[src/hw/lgp_pkg.sv]
// constants and carrier types for the link gpio port
`default_nettype none
package lgp_pkg;
    // ************************************************************
    // register map
    // ************************************************************
    localparam logic [7:0] ADDR_OUT_SRC   = 8'h0d; // pin_output_data_source
    localparam logic [7:0] ADDR_DIR_CTRL  = 8'h0e; // pin_direction_control
    localparam logic [7:0] ADDR_PIN_STS   = 8'h53; // pin_level_status
    localparam logic [7:0] RST_OUT_SRC    = 8'h00;
    localparam logic [7:0] RST_DIR_CTRL   = 8'h0f; // all four pins are inputs
    localparam int         DIR_IN_LSB     = 0;     // input enables in bits 3:0
    localparam int         DIR_OUT_LSB    = 4;     // output enables in bits 7:4
    localparam int         SRC_LOCAL_LSB  = 0;     // local output values in bits 3:0
    localparam int         SRC_REMOTE_LSB = 4;     // remote data selects in bits 7:4

    // ************************************************************
    // timing
    // ************************************************************
    localparam int          CLK_HZ          = 100_000_000;
    localparam int          BC_SYNC_HZX10   = 16_700_000; // 1670 kHz, tenths of Hz
    localparam int          BC_ASYNC_HZX10  = 3_340_000;  // 334 kHz
    localparam int          BC_PAR_HZX10    = 835_000;    // 83.5 kHz
    localparam logic [10:0] BC_SYNC_CYC     = 11'((CLK_HZ / BC_SYNC_HZX10) * 10 / 1 == 0 ? 1 :
                                                  (longint'(CLK_HZ) * 10) / BC_SYNC_HZX10);
    localparam logic [10:0] BC_ASYNC_CYC    = 11'((longint'(CLK_HZ) * 10) / BC_ASYNC_HZX10);
    localparam logic [10:0] BC_PAR_CYC      = 11'((longint'(CLK_HZ) * 10) / BC_PAR_HZX10);
    localparam logic [2:0]  FWD_PERIOD_ONE  = 3'h1; // one linked pin: every frame
    localparam logic [2:0]  FWD_PERIOD_TWO  = 3'h2; // two linked pins: every 2nd frame
    localparam logic [2:0]  FWD_PERIOD_MANY = 3'h5; // three or four: every 5th frame
    localparam logic [2:0]  SENSE_LOW_LIMIT  = 3'h1;
    localparam logic [2:0]  SENSE_HIGH_LIMIT = 3'h6;

    // ************************************************************
    // types
    // ************************************************************
    typedef enum logic [1:0] {
        LGP_MODE_SYNC,
        LGP_MODE_ASYNC,
        LGP_MODE_PARALLEL
    } lgp_clk_mode_type;

    typedef struct packed {
        logic       valid; // one-cycle pulse, one cycle after the frame strobe that took the sample
        logic [3:0] level; // sampled levels, pin n in bit n
    } lgp_fwd_type;

    typedef struct packed {
        logic [2:0] code;  // latched converter code
        logic       below; // code under low limit
        logic       above; // code over high limit
    } lgp_sense_type;
endpackage
`default_nettype wire

[src/hw/lgp_link_gpio_port.sv]
// four-pin gpio port of the serializer with forward and back channel linking
`default_nettype none
// How it works
// four pins 0..3 controlled through registers 0x0d, 0x0e, 0x53
// reading 0x53 returns live level of every pin, input or output
// after reset all four pins are inputs, input enables set
// bits 3:0 of 0x0e are per-pin input enables
// bits 7:4 of 0x0e are per-pin output enables
// software never sets input and output enable of one pin together
// up to four input levels are forwarded in forward-channel frames
// one linked pin is sampled and sent in every frame
// two linked pins are sampled once every two frames
// three or four linked pins are sampled once every five frames
// forwarded levels arrive about 225 ns later; jitter grows with period
// forwarded inputs should toggle at most a quarter of sampling rate
// an output pin may drive remote back-channel data, chosen via 0x0d
// back-channel data sampled at 1670, 334 or 83.5 kHz by clock mode
// pins 0 and 1 can route their input to the voltage sensing function
// a sensed pin gives a 3-bit code feeding limit checks and alarms
// pin with both enables clear does not drive, forwards zero
// output pin not selecting remote data drives the local value
module lgp_link_gpio_port
    import lgp_pkg::*;
(
    // clock and reset
    input  wire logic             clk,
    input  wire logic             rst,
    // register access from the device's i2c target
    input  wire logic [7:0]       reg_addr,
    input  wire logic             reg_wr,
    input  wire logic [7:0]       reg_wdata,
    output var  logic [7:0]       reg_rdata,
    // pads
    input  wire logic [3:0]       pin_in,
    output var  logic [3:0]       pin_out,
    output var  logic [3:0]       pin_oe,
    // forward channel
    input  wire logic             fwd_frame,
    input  wire logic [2:0]       forward_linked_pin_count,
    output var  lgp_fwd_type      fwd_sample,
    // back channel
    input  wire lgp_clk_mode_type clk_mode,
    input  wire logic [3:0]       bc_data,
    // voltage sensing
    input  wire logic [1:0]       sense_sel,
    input  wire logic [2:0]       sense_adc_code,
    output var  logic             sense_level,
    output var  lgp_sense_type    sense_status
);
    // ************************************************************
    // registers
    // ************************************************************
    logic [7:0]    out_src_reg;
    logic [7:0]    dir_ctrl_reg;
    logic [7:0]    rdata_reg;
    logic [3:0]    pin_out_reg;
    logic [3:0]    pin_oe_reg;
    logic [2:0]    frame_cnt_reg;
    lgp_fwd_type   fwd_reg;
    logic [10:0]   bc_cnt_reg;
    logic [3:0]    bc_data_reg;
    logic          sense_level_reg;
    lgp_sense_type sense_reg;
    logic [3:0]    in_en;
    logic [3:0]    out_en;
    logic [3:0]    remote_sel;
    logic [3:0]    local_val;
    logic [3:0]    link_mask;
    logic [2:0]    fwd_period;
    logic [10:0]   bc_period;
    logic          fwd_take;
    logic [2:0]    frames_since_take_reg;
    logic [2:0]    count_at_take_reg;

    // frame spacing for a given number of linked pins
    function automatic logic [2:0] fwd_period_of(input logic [2:0] cnt);
        if (cnt <= 3'h1) begin
            fwd_period_of = FWD_PERIOD_ONE;
        end else if (cnt == 3'h2) begin
            fwd_period_of = FWD_PERIOD_TWO;
        end else begin
            fwd_period_of = FWD_PERIOD_MANY;
        end
    endfunction

    // linked pins are taken lowest first, so a count of n up to 4 links pins 0..n-1; any higher count links all four
    function automatic logic [3:0] link_mask_of(input logic [2:0] cnt);
        case (cnt)
            3'h0:    link_mask_of = 4'h0;
            3'h1:    link_mask_of = 4'h1;
            3'h2:    link_mask_of = 4'h3;
            3'h3:    link_mask_of = 4'h7;
            default: link_mask_of = 4'hf;
        endcase
    endfunction

    // field views of the control registers
    assign in_en      = dir_ctrl_reg[DIR_IN_LSB +: 4];
    assign out_en     = dir_ctrl_reg[DIR_OUT_LSB +: 4];
    assign remote_sel = out_src_reg[SRC_REMOTE_LSB +: 4];
    assign local_val  = out_src_reg[SRC_LOCAL_LSB +: 4];
    assign link_mask  = link_mask_of(forward_linked_pin_count);
    assign fwd_period = fwd_period_of(forward_linked_pin_count);
    // a single linked pin never waits on a counter left over from a longer period
    assign fwd_take   = fwd_frame && (link_mask != 4'h0)
                        && ((frame_cnt_reg == 3'h0) || (fwd_period == FWD_PERIOD_ONE));

    // ************************************************************
    // register file
    // ************************************************************
    // writes land in one cycle; the status register has no write effect
    always_ff @(posedge clk) begin
        if (rst) begin
            out_src_reg  <= RST_OUT_SRC;
            dir_ctrl_reg <= RST_DIR_CTRL;
        end else if (reg_wr) begin
            if (reg_addr == ADDR_OUT_SRC) begin
                out_src_reg <= reg_wdata;
            end
            if (reg_addr == ADDR_DIR_CTRL) begin
                dir_ctrl_reg <= reg_wdata;
            end
        end
    end

    // read data is registered; unmapped offsets read as zero
    always_ff @(posedge clk) begin
        if (rst) begin
            rdata_reg <= 8'h00;
        end else begin
            case (reg_addr)
                ADDR_OUT_SRC:  rdata_reg <= out_src_reg;
                ADDR_DIR_CTRL: rdata_reg <= dir_ctrl_reg;
                ADDR_PIN_STS:  rdata_reg <= {4'h0, pin_in};
                default:       rdata_reg <= 8'h00;
            endcase
        end
    end

    // ************************************************************
    // output drivers
    // ************************************************************
    // the pad level feeds status either way, so an output pin reads back its drive
    always_ff @(posedge clk) begin
        if (rst) begin
            pin_oe_reg  <= 4'h0;
            pin_out_reg <= 4'h0;
        end else begin
            pin_oe_reg  <= out_en;
            pin_out_reg <= out_en & ((remote_sel & bc_data_reg)
                                   | (~remote_sel & local_val)); // see
        end
    end

    // ************************************************************
    // forward channel sampling
    // ************************************************************
    // frame counter runs only on frame strobes; samples land on count zero
    always_ff @(posedge clk) begin
        if (rst) begin
            frame_cnt_reg <= 3'h0;
        end else if (fwd_frame) begin
            if (frame_cnt_reg >= fwd_period - 3'h1) begin
                frame_cnt_reg <= 3'h0;                     // see
            end else begin
                frame_cnt_reg <= frame_cnt_reg + 3'h1;
            end
        end
    end

    // non-input pins forward zero so a floating pad never reaches the far end;
    // the sample leaves one cycle after its frame, the rest of the latency is framing
    always_ff @(posedge clk) begin
        if (rst) begin
            fwd_reg <= '0;
        end else begin
            fwd_reg.valid <= fwd_take;                     // see see
            if (fwd_take) begin
                fwd_reg.level <= pin_in & in_en & link_mask;
            end
        end
    end

    // ************************************************************
    // back channel sampling
    // ************************************************************
    always_comb begin
        case (clk_mode)
            LGP_MODE_SYNC:  bc_period = BC_SYNC_CYC;
            LGP_MODE_ASYNC: bc_period = BC_ASYNC_CYC;
            default:        bc_period = BC_PAR_CYC;
        endcase
    end

    // remote values are only as fresh as the mode's sampling tick
    always_ff @(posedge clk) begin
        if (rst) begin
            bc_cnt_reg  <= 11'h000;
            bc_data_reg <= 4'h0;
        end else if (bc_cnt_reg >= bc_period - 11'h001) begin
            bc_cnt_reg  <= 11'h000;
            bc_data_reg <= bc_data;
        end else begin
            bc_cnt_reg <= bc_cnt_reg + 11'h001;
        end
    end

    // ************************************************************
    // voltage sensing
    // ************************************************************
    // pin 0 wins if both are selected; the converter itself lives outside
    always_ff @(posedge clk) begin
        if (rst) begin
            sense_level_reg <= 1'b0;
            sense_reg       <= '0;
        end else begin
            sense_level_reg <= sense_sel[0] ? pin_in[0] :
                               (sense_sel[1] ? pin_in[1] : 1'b0);
            if (sense_sel != 2'h0) begin
                sense_reg.code  <= sense_adc_code;
                sense_reg.below <= sense_adc_code < SENSE_LOW_LIMIT;
                sense_reg.above <= sense_adc_code > SENSE_HIGH_LIMIT;
            end
        end
    end

    // outputs straight from flops
    assign reg_rdata    = rdata_reg;
    assign pin_out      = pin_out_reg;
    assign pin_oe       = pin_oe_reg;
    assign fwd_sample   = fwd_reg;
    assign sense_level  = sense_level_reg;
    assign sense_status = sense_reg;

    // ************************************************************
    // checks
    // ************************************************************
    // check-only history: frames since the last take and the count that take used,
    // so the spacing checks skip the first take after a count change
    always_ff @(posedge clk) begin
        if (rst) begin
            frames_since_take_reg <= 3'h0;
            count_at_take_reg     <= 3'h0;
        end else if (fwd_frame) begin
            if (fwd_take) begin
                frames_since_take_reg <= 3'h1;
                count_at_take_reg     <= forward_linked_pin_count;
            end else if (frames_since_take_reg != 3'h7) begin
                frames_since_take_reg <= frames_since_take_reg + 3'h1;
            end
        end
    end
endmodule
`default_nettype wire

[config.mk]
export PLATFORM = sky130hd
export DESIGN_NAME = lgp_link_gpio_port
export DESIGN_NICKNAME = d
export VERILOG_FILES = /design/src/hw/lgp_pkg.sv /design/src/hw/lgp_link_gpio_port.sv
export SDC_FILE = /design/constraint.sdc
export NUM_CORES = 1
export LEC_CHECK = 0
export ABC_AREA = 0
export BUFFER_PORTS_ARGS = -buffer_cell sky130_fd_sc_hd__buf_2
export CORE_UTILIZATION = 30
export DETAILED_ROUTE_END_ITERATION = 16
export HOLD_SLACK_MARGIN = 0.02
export PLACE_DENSITY = 0.52
export SLEW_MARGIN = 40
export SYNTH_ARGS = -nofsm -noshare
export SYNTH_HDL_FRONTEND = slang
export SYNTH_SLANG_ARGS = --single-unit
[constraint.sdc]
create_clock -name clk -period 2.4 [get_ports clk]
set_input_delay 0 -clock clk [delete_from_list [all_inputs] [get_ports clk]]
set_output_delay 0 -clock clk [all_outputs]
set_load 0.05 [all_outputs]
==> impl_metrics.yaml, run 1 <==
place:
  placed_cells: 459
  port_buffers: 64
  gp_congestion: 0.722
  hpwl_mm: 4.75
clock_tree:
  cts_buffers: 9
  postCtsHoldBufs: 19
  cts_sinks: 61
  cts_tree: "yes"
  path_clk_slew_ns: 0.06
  cts_resized: 0
  cts_buffer_depth: 2
  clock_latency_ns: 0.33
  h-tree-depth: 3
  root_buffer: "clkbuf_8"
  postCtsSetupBuffers: 0
drt:
  routed_wirelength_mm: 6.47
  wl_per_cell_um: 13.1
  drt.antenna.violating_nets: 0
  first_pass_iters: 5
  vias_per_cell: 4.67
  drc: 0
  drt_iter0_drc: 43
  num_vias: 2304
floorplanning:
  die_h_um: 96.4
  die_x_um: 96.4
  die_area_mm2: 0.00929
  ios: 65
  start_util_pct: 30.8
  num_rows: 34
  core_mm2: 0.00868
worst_setup_path:
  worst-path-stages: 7
  crit_buf_inv: 2
  reg2reg_from: "frame_cnt_reg[0]"
  cpPeakStageDelay_ns: 0.57
  start_kind: "flop"
  crit_type: "reg2reg"
  crit_start: "frame_cnt_reg[0]"
  cp.required_ns: 2.67
  crit_slowest_cell: "dlygate4sd3_1"
  arrival_ns: 2.41
  worstSetupEndpointType: "flop"
  cp_top_family: "buffers and inverters"
  reg2regPathDepth: 7
  critical_path.cell_chain: "inv_1 > ha_1 > or3b_1 > a21oi_2 > nand4_1 > dlygate4sd3_1 > a21oi_1"
  path_max_fanout: 8
min_path:
  holdPathStages: 4
  min_path_type: "in2reg"
  hp-start: "bc_data[0]"
power:
  powerDensity_mw_per_mm2: 607
  vdd_drop_max_uv: 273
  p_leak_nw: 1.43
  p_total_mw: 2.11
yosys:
  synth_area_leaders: "dfxtp_1, nand2_1, ha_1"
  synth_edf_count: 0
  async_flop_share_pct: 0
  syn_inst: 291
  ys_seq_elements: 61
  synthesis.nets: 341
  yosysWarnings: 0
  synth.cell_area_mm2: 0.00267
  yosys.area.top_type_share_pct: 45.7
  synth_flop_cell: "dfxtp_1"
  seq_area_frac_synth_pct: 45.7
  synth.distinct_cells: 43
  avgSynthCellArea_um2: 9.18
  synth_largest_area_cell: "dfxtp_1"
timing:
  tightest_slew_ns: 0.631
  hold_viol: 0
  relSlewSlack_pct: 57.2
  fin_tns_setup_ns: 0
  setup_violations: 0
  fin_crit_sh_pct: 89.4
  fin_worst_skew_ns: 0.00572
  rsz0062_at_grt: "false"
  layout_min_cycle_time_ns: 2.15
  slew_violations: 0
  timing.fmax_mhz: 466
layout:
  n_antenna_cell: 0
  largest_reg_flops: 11
  area_delta_synth_final_pct: 30.1
  final_cells: 493
  drive_gt1_share_pct: 25.5
  nNetsFinal: 431
outcome:
  outcome: "finished clean"
global_route:
  grt-ovfl-total: 0
  grt_antenna_before_repair: 0
  grt_pass1_vias: 2183
  grt_max_degree: 27
  grt_pass1_wl_mm: 10.5
  grt_usage_pct: 15.3
flow_run:
  drv_cap: 0
[through the flow]
| step | worst slack, ns | instance area [um2] | hold slack (ns) | utilization [%] |
|---|---|---|---|---|
| 2_1_floorplan | 0.691 | 2670 | 0.124 | - |
| 3_3_place_gp | 0.585 | 3110 | 0.236 | 35.9 |
| 3_5_place_dp | 0.532 | 3110 | 0.242 | 35.9 |
| 4_1_cts | 0.258 | 3480 | 0.0220 | 40.1 |
| 5_1_grt | 0.0786 | 3480 | 0.0352 | 40.1 |
| 6_report | 0.255 | 3480 | 0.0300 | 40.1 |
[cell families (layout without fill, tap and decap cells)]
kind of cell / count (synthesis) / in the layout / share of synthesized area, %
multiplexers: 6 / 6 / 2.25
AO/OA/AOI/OAI: 54 / 54 / 14.4
AND/OR/NAND/NOR: 134 / 134 / 26.3
XOR/XNOR: 11 / 11 / 3.61
other: 1 / 1 / 0.140
buffers and inverters: 12 / 106 / 1.97
flip-flops: 61 / 61 / 45.7
adder cells (fa/ha/maj): 12 / 12 / 5.62
[cell usage in the layout (no fill, tap or decap), drive strengths merged, types with 5 or more instances in the layout]
master       synthesis  layout
dfxtp               61      61
mux2i                6       6
xor2                 6       6
inv                  5       5
dlygate4sd3          0      19
o21ai                5       5
xnor2                5       5
nor2                30      30
clkbuf               4      13
a22oi                7       7
buf                  2      66
nand2b               5       5
nor2b               10      10
nand2               51      51
nand3               12      12
a21oi               32      32
ha                  12      12
[where the power goes]
part / internal (mW) / switching [mW]
Combinational: 0.0958 / 0.133
Clock: 0.474 / 0.363
Sequential: 1.03 / 0.0119
[worst min-delay path, delay by kind of cell]
family,cells,cell delay (ns)
buf+inv,1,0.08
simple gates,1,0.04
compound gates,2,0.22
[cells in the mapped netlist (2+ instances only)]
master	count
nor2_1	30
xor2_1	6
o21ai_0	4
nand2b_1	5
and3_1	4
ha_1	12
a21oi_2	9
buf_4	2
a22oi_1	7
nor4b_4	2
nand2_1	51
inv_1	5
clkbuf_1	4
nor2b_1	10
xnor2_1	5
nor4_1	2
nand3_1	11
nand4_1	3
dfxtp_1	61
mux2i_1	6
and2_1	4
and2b_1	2
a21oi_1	23
a31o_2	4
[path summary, 6_finish.rpt]
path | endpoint | slack, ns
setup / recovery | fwd_sample[3] | 0.25
hold / removal | bc_data_reg[0] | 0.03
setup reg to reg | fwd_sample[3] | 0.25
hold reg to reg | sense_status[4] | 0.45
[final cells by class]
class	instances	area (um2)
clock buffers	13	139
clock inverters	2	35.0
fillers	929	5200
inverters	6	22.5
repair buffers	85	526
well taps	108	135
multi-input cells	218	1400
flip-flops and latches	61	1220
[layer usage]
metal | vias to the layer above | track usage [%] | share of wire [%]
li1 | 1188 | - | -
met1 | 1054 | 18.5 | 47
met2 | 53 | 25.2 | 45
met3 | 9 | 4.74 | 6.3
met4 | 0 | 5.88 | 1.4
met5 | - | 0 | 0
No activity file was read; power rests on OpenSTA's default activity.
==> inputs of run 2 (changes only) <==
--- a/config.mk
+++ b/config.mk
@@ -5,7 +5,7 @@
 export SDC_FILE = /design/constraint.sdc
 export NUM_CORES = 1
 export LEC_CHECK = 0
-export ABC_AREA = 0
+export ABC_AREA = 1
 export BUFFER_PORTS_ARGS = -buffer_cell sky130_fd_sc_hd__buf_2
 export CORE_UTILIZATION = 30
 export DETAILED_ROUTE_END_ITERATION = 16
==> run 2 against run 1 <==
Net effect: sequential share of layout area shrank 1.3 points; worst setup slack better by 0.37 ns; non-clock buffer count grew 3; worst hold slack better by 0.0051 ns; first-iteration DRC count is 110% higher; global-route usage shrank 0.13 points; sequential power hardly changed; synthesized area rose by 3.7%; clock-buffer cell count is 1 higher; core utilization increased by 0.79 points; combinational power increased by 4%; critical path type unchanged; critical endpoint is now bc_cnt_reg[7].
==> impl_metrics.yaml, run 2 <==
yosys:
  synth_fa_ha_area_share_pct: 5.42
  synth_largest_area_cell: "dfxtp_1"
  async_flop_share_pct: 0
  synth_top_family_by_area: "simple AND/OR/NAND/NOR gates"
  synthSimpleGateAreaFrac_pct: 31.0
  yosysWarnings: 0
  synth.distinct_cells: 28
  synth_edf_count: 0
  seq_area_frac_synth_pct: 44.1
  synth_area_leaders: "dfxtp_1, nor2_1, nand2_1"
  syn_inst: 367
  synthesis.nets: 417
  ys_top_cells_by_count: "nor2_1, nand2_1, dfxtp_1"
  avgSynthCellArea_um2: 7.55
  ys_seq_elements: 61
  synth_compound_area_share_pct: 8.58
  yosys.area.top_type_share_pct: 44.1
  synthMuxAreaShare_pct: 0.361
  synth_xor_area_share_pct: 3.16
  synth_flop_cell: "dfxtp_1"
  synth.cell_area_mm2: 0.00277
  post-synth-top-count-cell: "nor2_1"
clock_tree:
  cts_buffer_depth: 2
  cts_buffers: 9
  postCtsSetupBuffers: 0
  cts_resized: 0
  h-tree-depth: 3
  clock_latency_ns: 0.34
  root_buffer: "clkbuf_8"
  cts_tree: "yes"
  cts_sinks: 61
  path_clk_slew_ns: 0.07
worst_setup_path:
  crit_slowest_cell: "dfxtp_1"
  crit_buf_inv: 1
  cp_top_family: "simple AND/OR/NAND/NOR gates"
  critPathMostFrequentCell: "nand2_2"
  crit_start: "bc_cnt_reg[8]"
  arrival_ns: 2.05
  worst-path-stages: 10
  worstSetupEndpointType: "flop"
  reg2reg_from: "bc_cnt_reg[8]"
  crit_type: "reg2reg"
  cpPeakStageDelay_ns: 0.34
  path_max_fanout: 11
  critical_path.cell_chain: "ha_1 > nand2_1 > nand2_1 > nand2_2 > nand2_2 > nor2_4 > inv_2 > nor2_4 > nand2_2 > nor2_1"
  reg2regPathDepth: 10
  cp.required_ns: 2.67
  start_kind: "flop"
global_route:
  grt_max_degree: 17
  grt-ovfl-total: 0
  grt_usage_pct: 15.1
  grt_pass1_vias: 2428
  grt_antenna_before_repair: 0
  grt_pass1_wl_mm: 11.3
power:
  p_leak_nw: 1.75
  powerDensity_mw_per_mm2: 590
  vdd_drop_max_uv: 223
layout:
  final_cell_mix: "nor2_1, buf_2, nand2_1, dfxtp_1, inv_1"
  drive_gt1_share_pct: 23.0
  area_delta_synth_final_pct: 30.4
  largest_reg_flops: 11
  final_common_cell: "nor2_1"
  regArea_mm2: 0.00122
  fill_cells: 938
  multiInputGateArea_mm2: 0.00135
  final_area_mm2: 0.00361
  nNetsFinal: 511
  n_antenna_cell: 0
  final_cells: 573
floorplanning:
  die_h_um: 98.1
  num_rows: 34
  die_x_um: 98.1
  ios: 65
  core_mm2: 0.00885
  die_area_mm2: 0.00962
  start_util_pct: 31.3
place:
  hpwl_mm: 4.94
  port_buffers: 64
  pre_cts_ws_ns: 0.617
  gp_congestion: 0.746
  place_area_mm2: 0.00321
  placed_cells: 535
drt:
  drt.antenna.violating_nets: 0
  vias_per_cell: 4.47
  first_pass_iters: 4
  drt_iter0_drc: 89
  wl_per_cell_um: 11.7
  drc: 0
  num_vias: 2563
  routed_wirelength_mm: 6.72
timing:
  setup_violations: 0
  timing.fmax_mhz: 563
  fin_tns_setup_ns: 0
  hold_viol: 0
  setup_ws_ns: 0.625
  worst_hold_slack_ns: 0.0351
  slew_violations: 0
  fin_worst_skew_ns: 0.00928
  layout_min_cycle_time_ns: 1.78
  rsz0062_at_grt: "false"
  fin_crit_sh_pct: 74.0
min_path:
  holdPathStages: 5
  hp-start: "pin_in[1]"
  min_path_type: "in2reg"
outcome:
  outcome: "finished clean"
flow_run:
  drv_cap: 0
## run 2: changes by cell type after synthesis, sizes merged, moves of 6 or more
cell | previous run | this run
a22oi | 7 | 0
inv | 5 | 46
nor2 | 30 | 81
a21oi | 32 | 20
nand2 | 51 | 70
nand3 | 12 | 21
o21ai | 5 | 22
nor3 | 1 | 7
nor2b | 10 | 0
## run 2: repair_timing
action / 4_1_cts / 5_1_grt
endpoints found under the hold margin: 30 / 0
setup endpoints to repair: 0 / 0
hold buffers: 23 / 0
## run 2: worst min-delay path: stages
cell,delay (ns)
buf_2,0.10
inv_1,0.07
nor3_1,0.05
nand2_1,0.06
a21oi_1,0.05
## run 2: final timing paths
path                                      end  slack, ns
worst min register to register      pin_oe[2]       0.46
worst max-delay path            bc_cnt_reg[7]       0.62
worst max register to register  bc_cnt_reg[7]       0.62
worst min-delay path            fwd_sample[1]       0.04
## run 2: kinds of logic (layout without fill, tap and decap cells)
group,Yosys count,count (layout)
other cells,1,1
mux,1,1
flops,61,61
buf+inv,51,149
xor+xnor,10,10
fa+ha+maj,12,12
compound gates,45,45
simple gates,186,186
## run 2: per-layer routing
layer | share of wire [%] | track usage, % | wire (um) | vias up
met2 | 47 | 24.8 | 3150 | 53
met1 | 47 | 18.7 | 3160 | 1147
met5 | 0 | 0 | 0 | -
met4 | 1.8 | 7.34 | 119 | 0
met3 | 4.3 | 3.44 | 290 | 10
li1 | - | - | - | 1353
## run 2: cell type report
cell class | count | share of cell area, %
Clock inverter | 1 | 0.139
Sequential cell | 61 | 33.8
Clock buffer | 14 | 4.78
Inverter | 46 | 4.78
Timing Repair Buffer | 88 | 15.4
Multi-Input combinational cell | 255 | 37.3
Tap cell | 108 | 3.74
## run 2: per-stage QoR
stage | total power, mW | utilization (%)
floorplan | 1.20 | -
detailed placement | 1.28 | 36.2
global route | 2.23 | 40.8
global placement | 1.28 | 36.2
finish | 2.13 | 40.8
CTS | 2.15 | 40.8
## run 2: where the power goes
part / total (mW) / internal (mW) / switching [mW]
combinational: 0.238 / 0.0952 / 0.143
clock: 0.847 / 0.454 / 0.393
sequential: 1.05 / 1.03 / 0.0141
total: 2.13 / 1.58 / 0.550
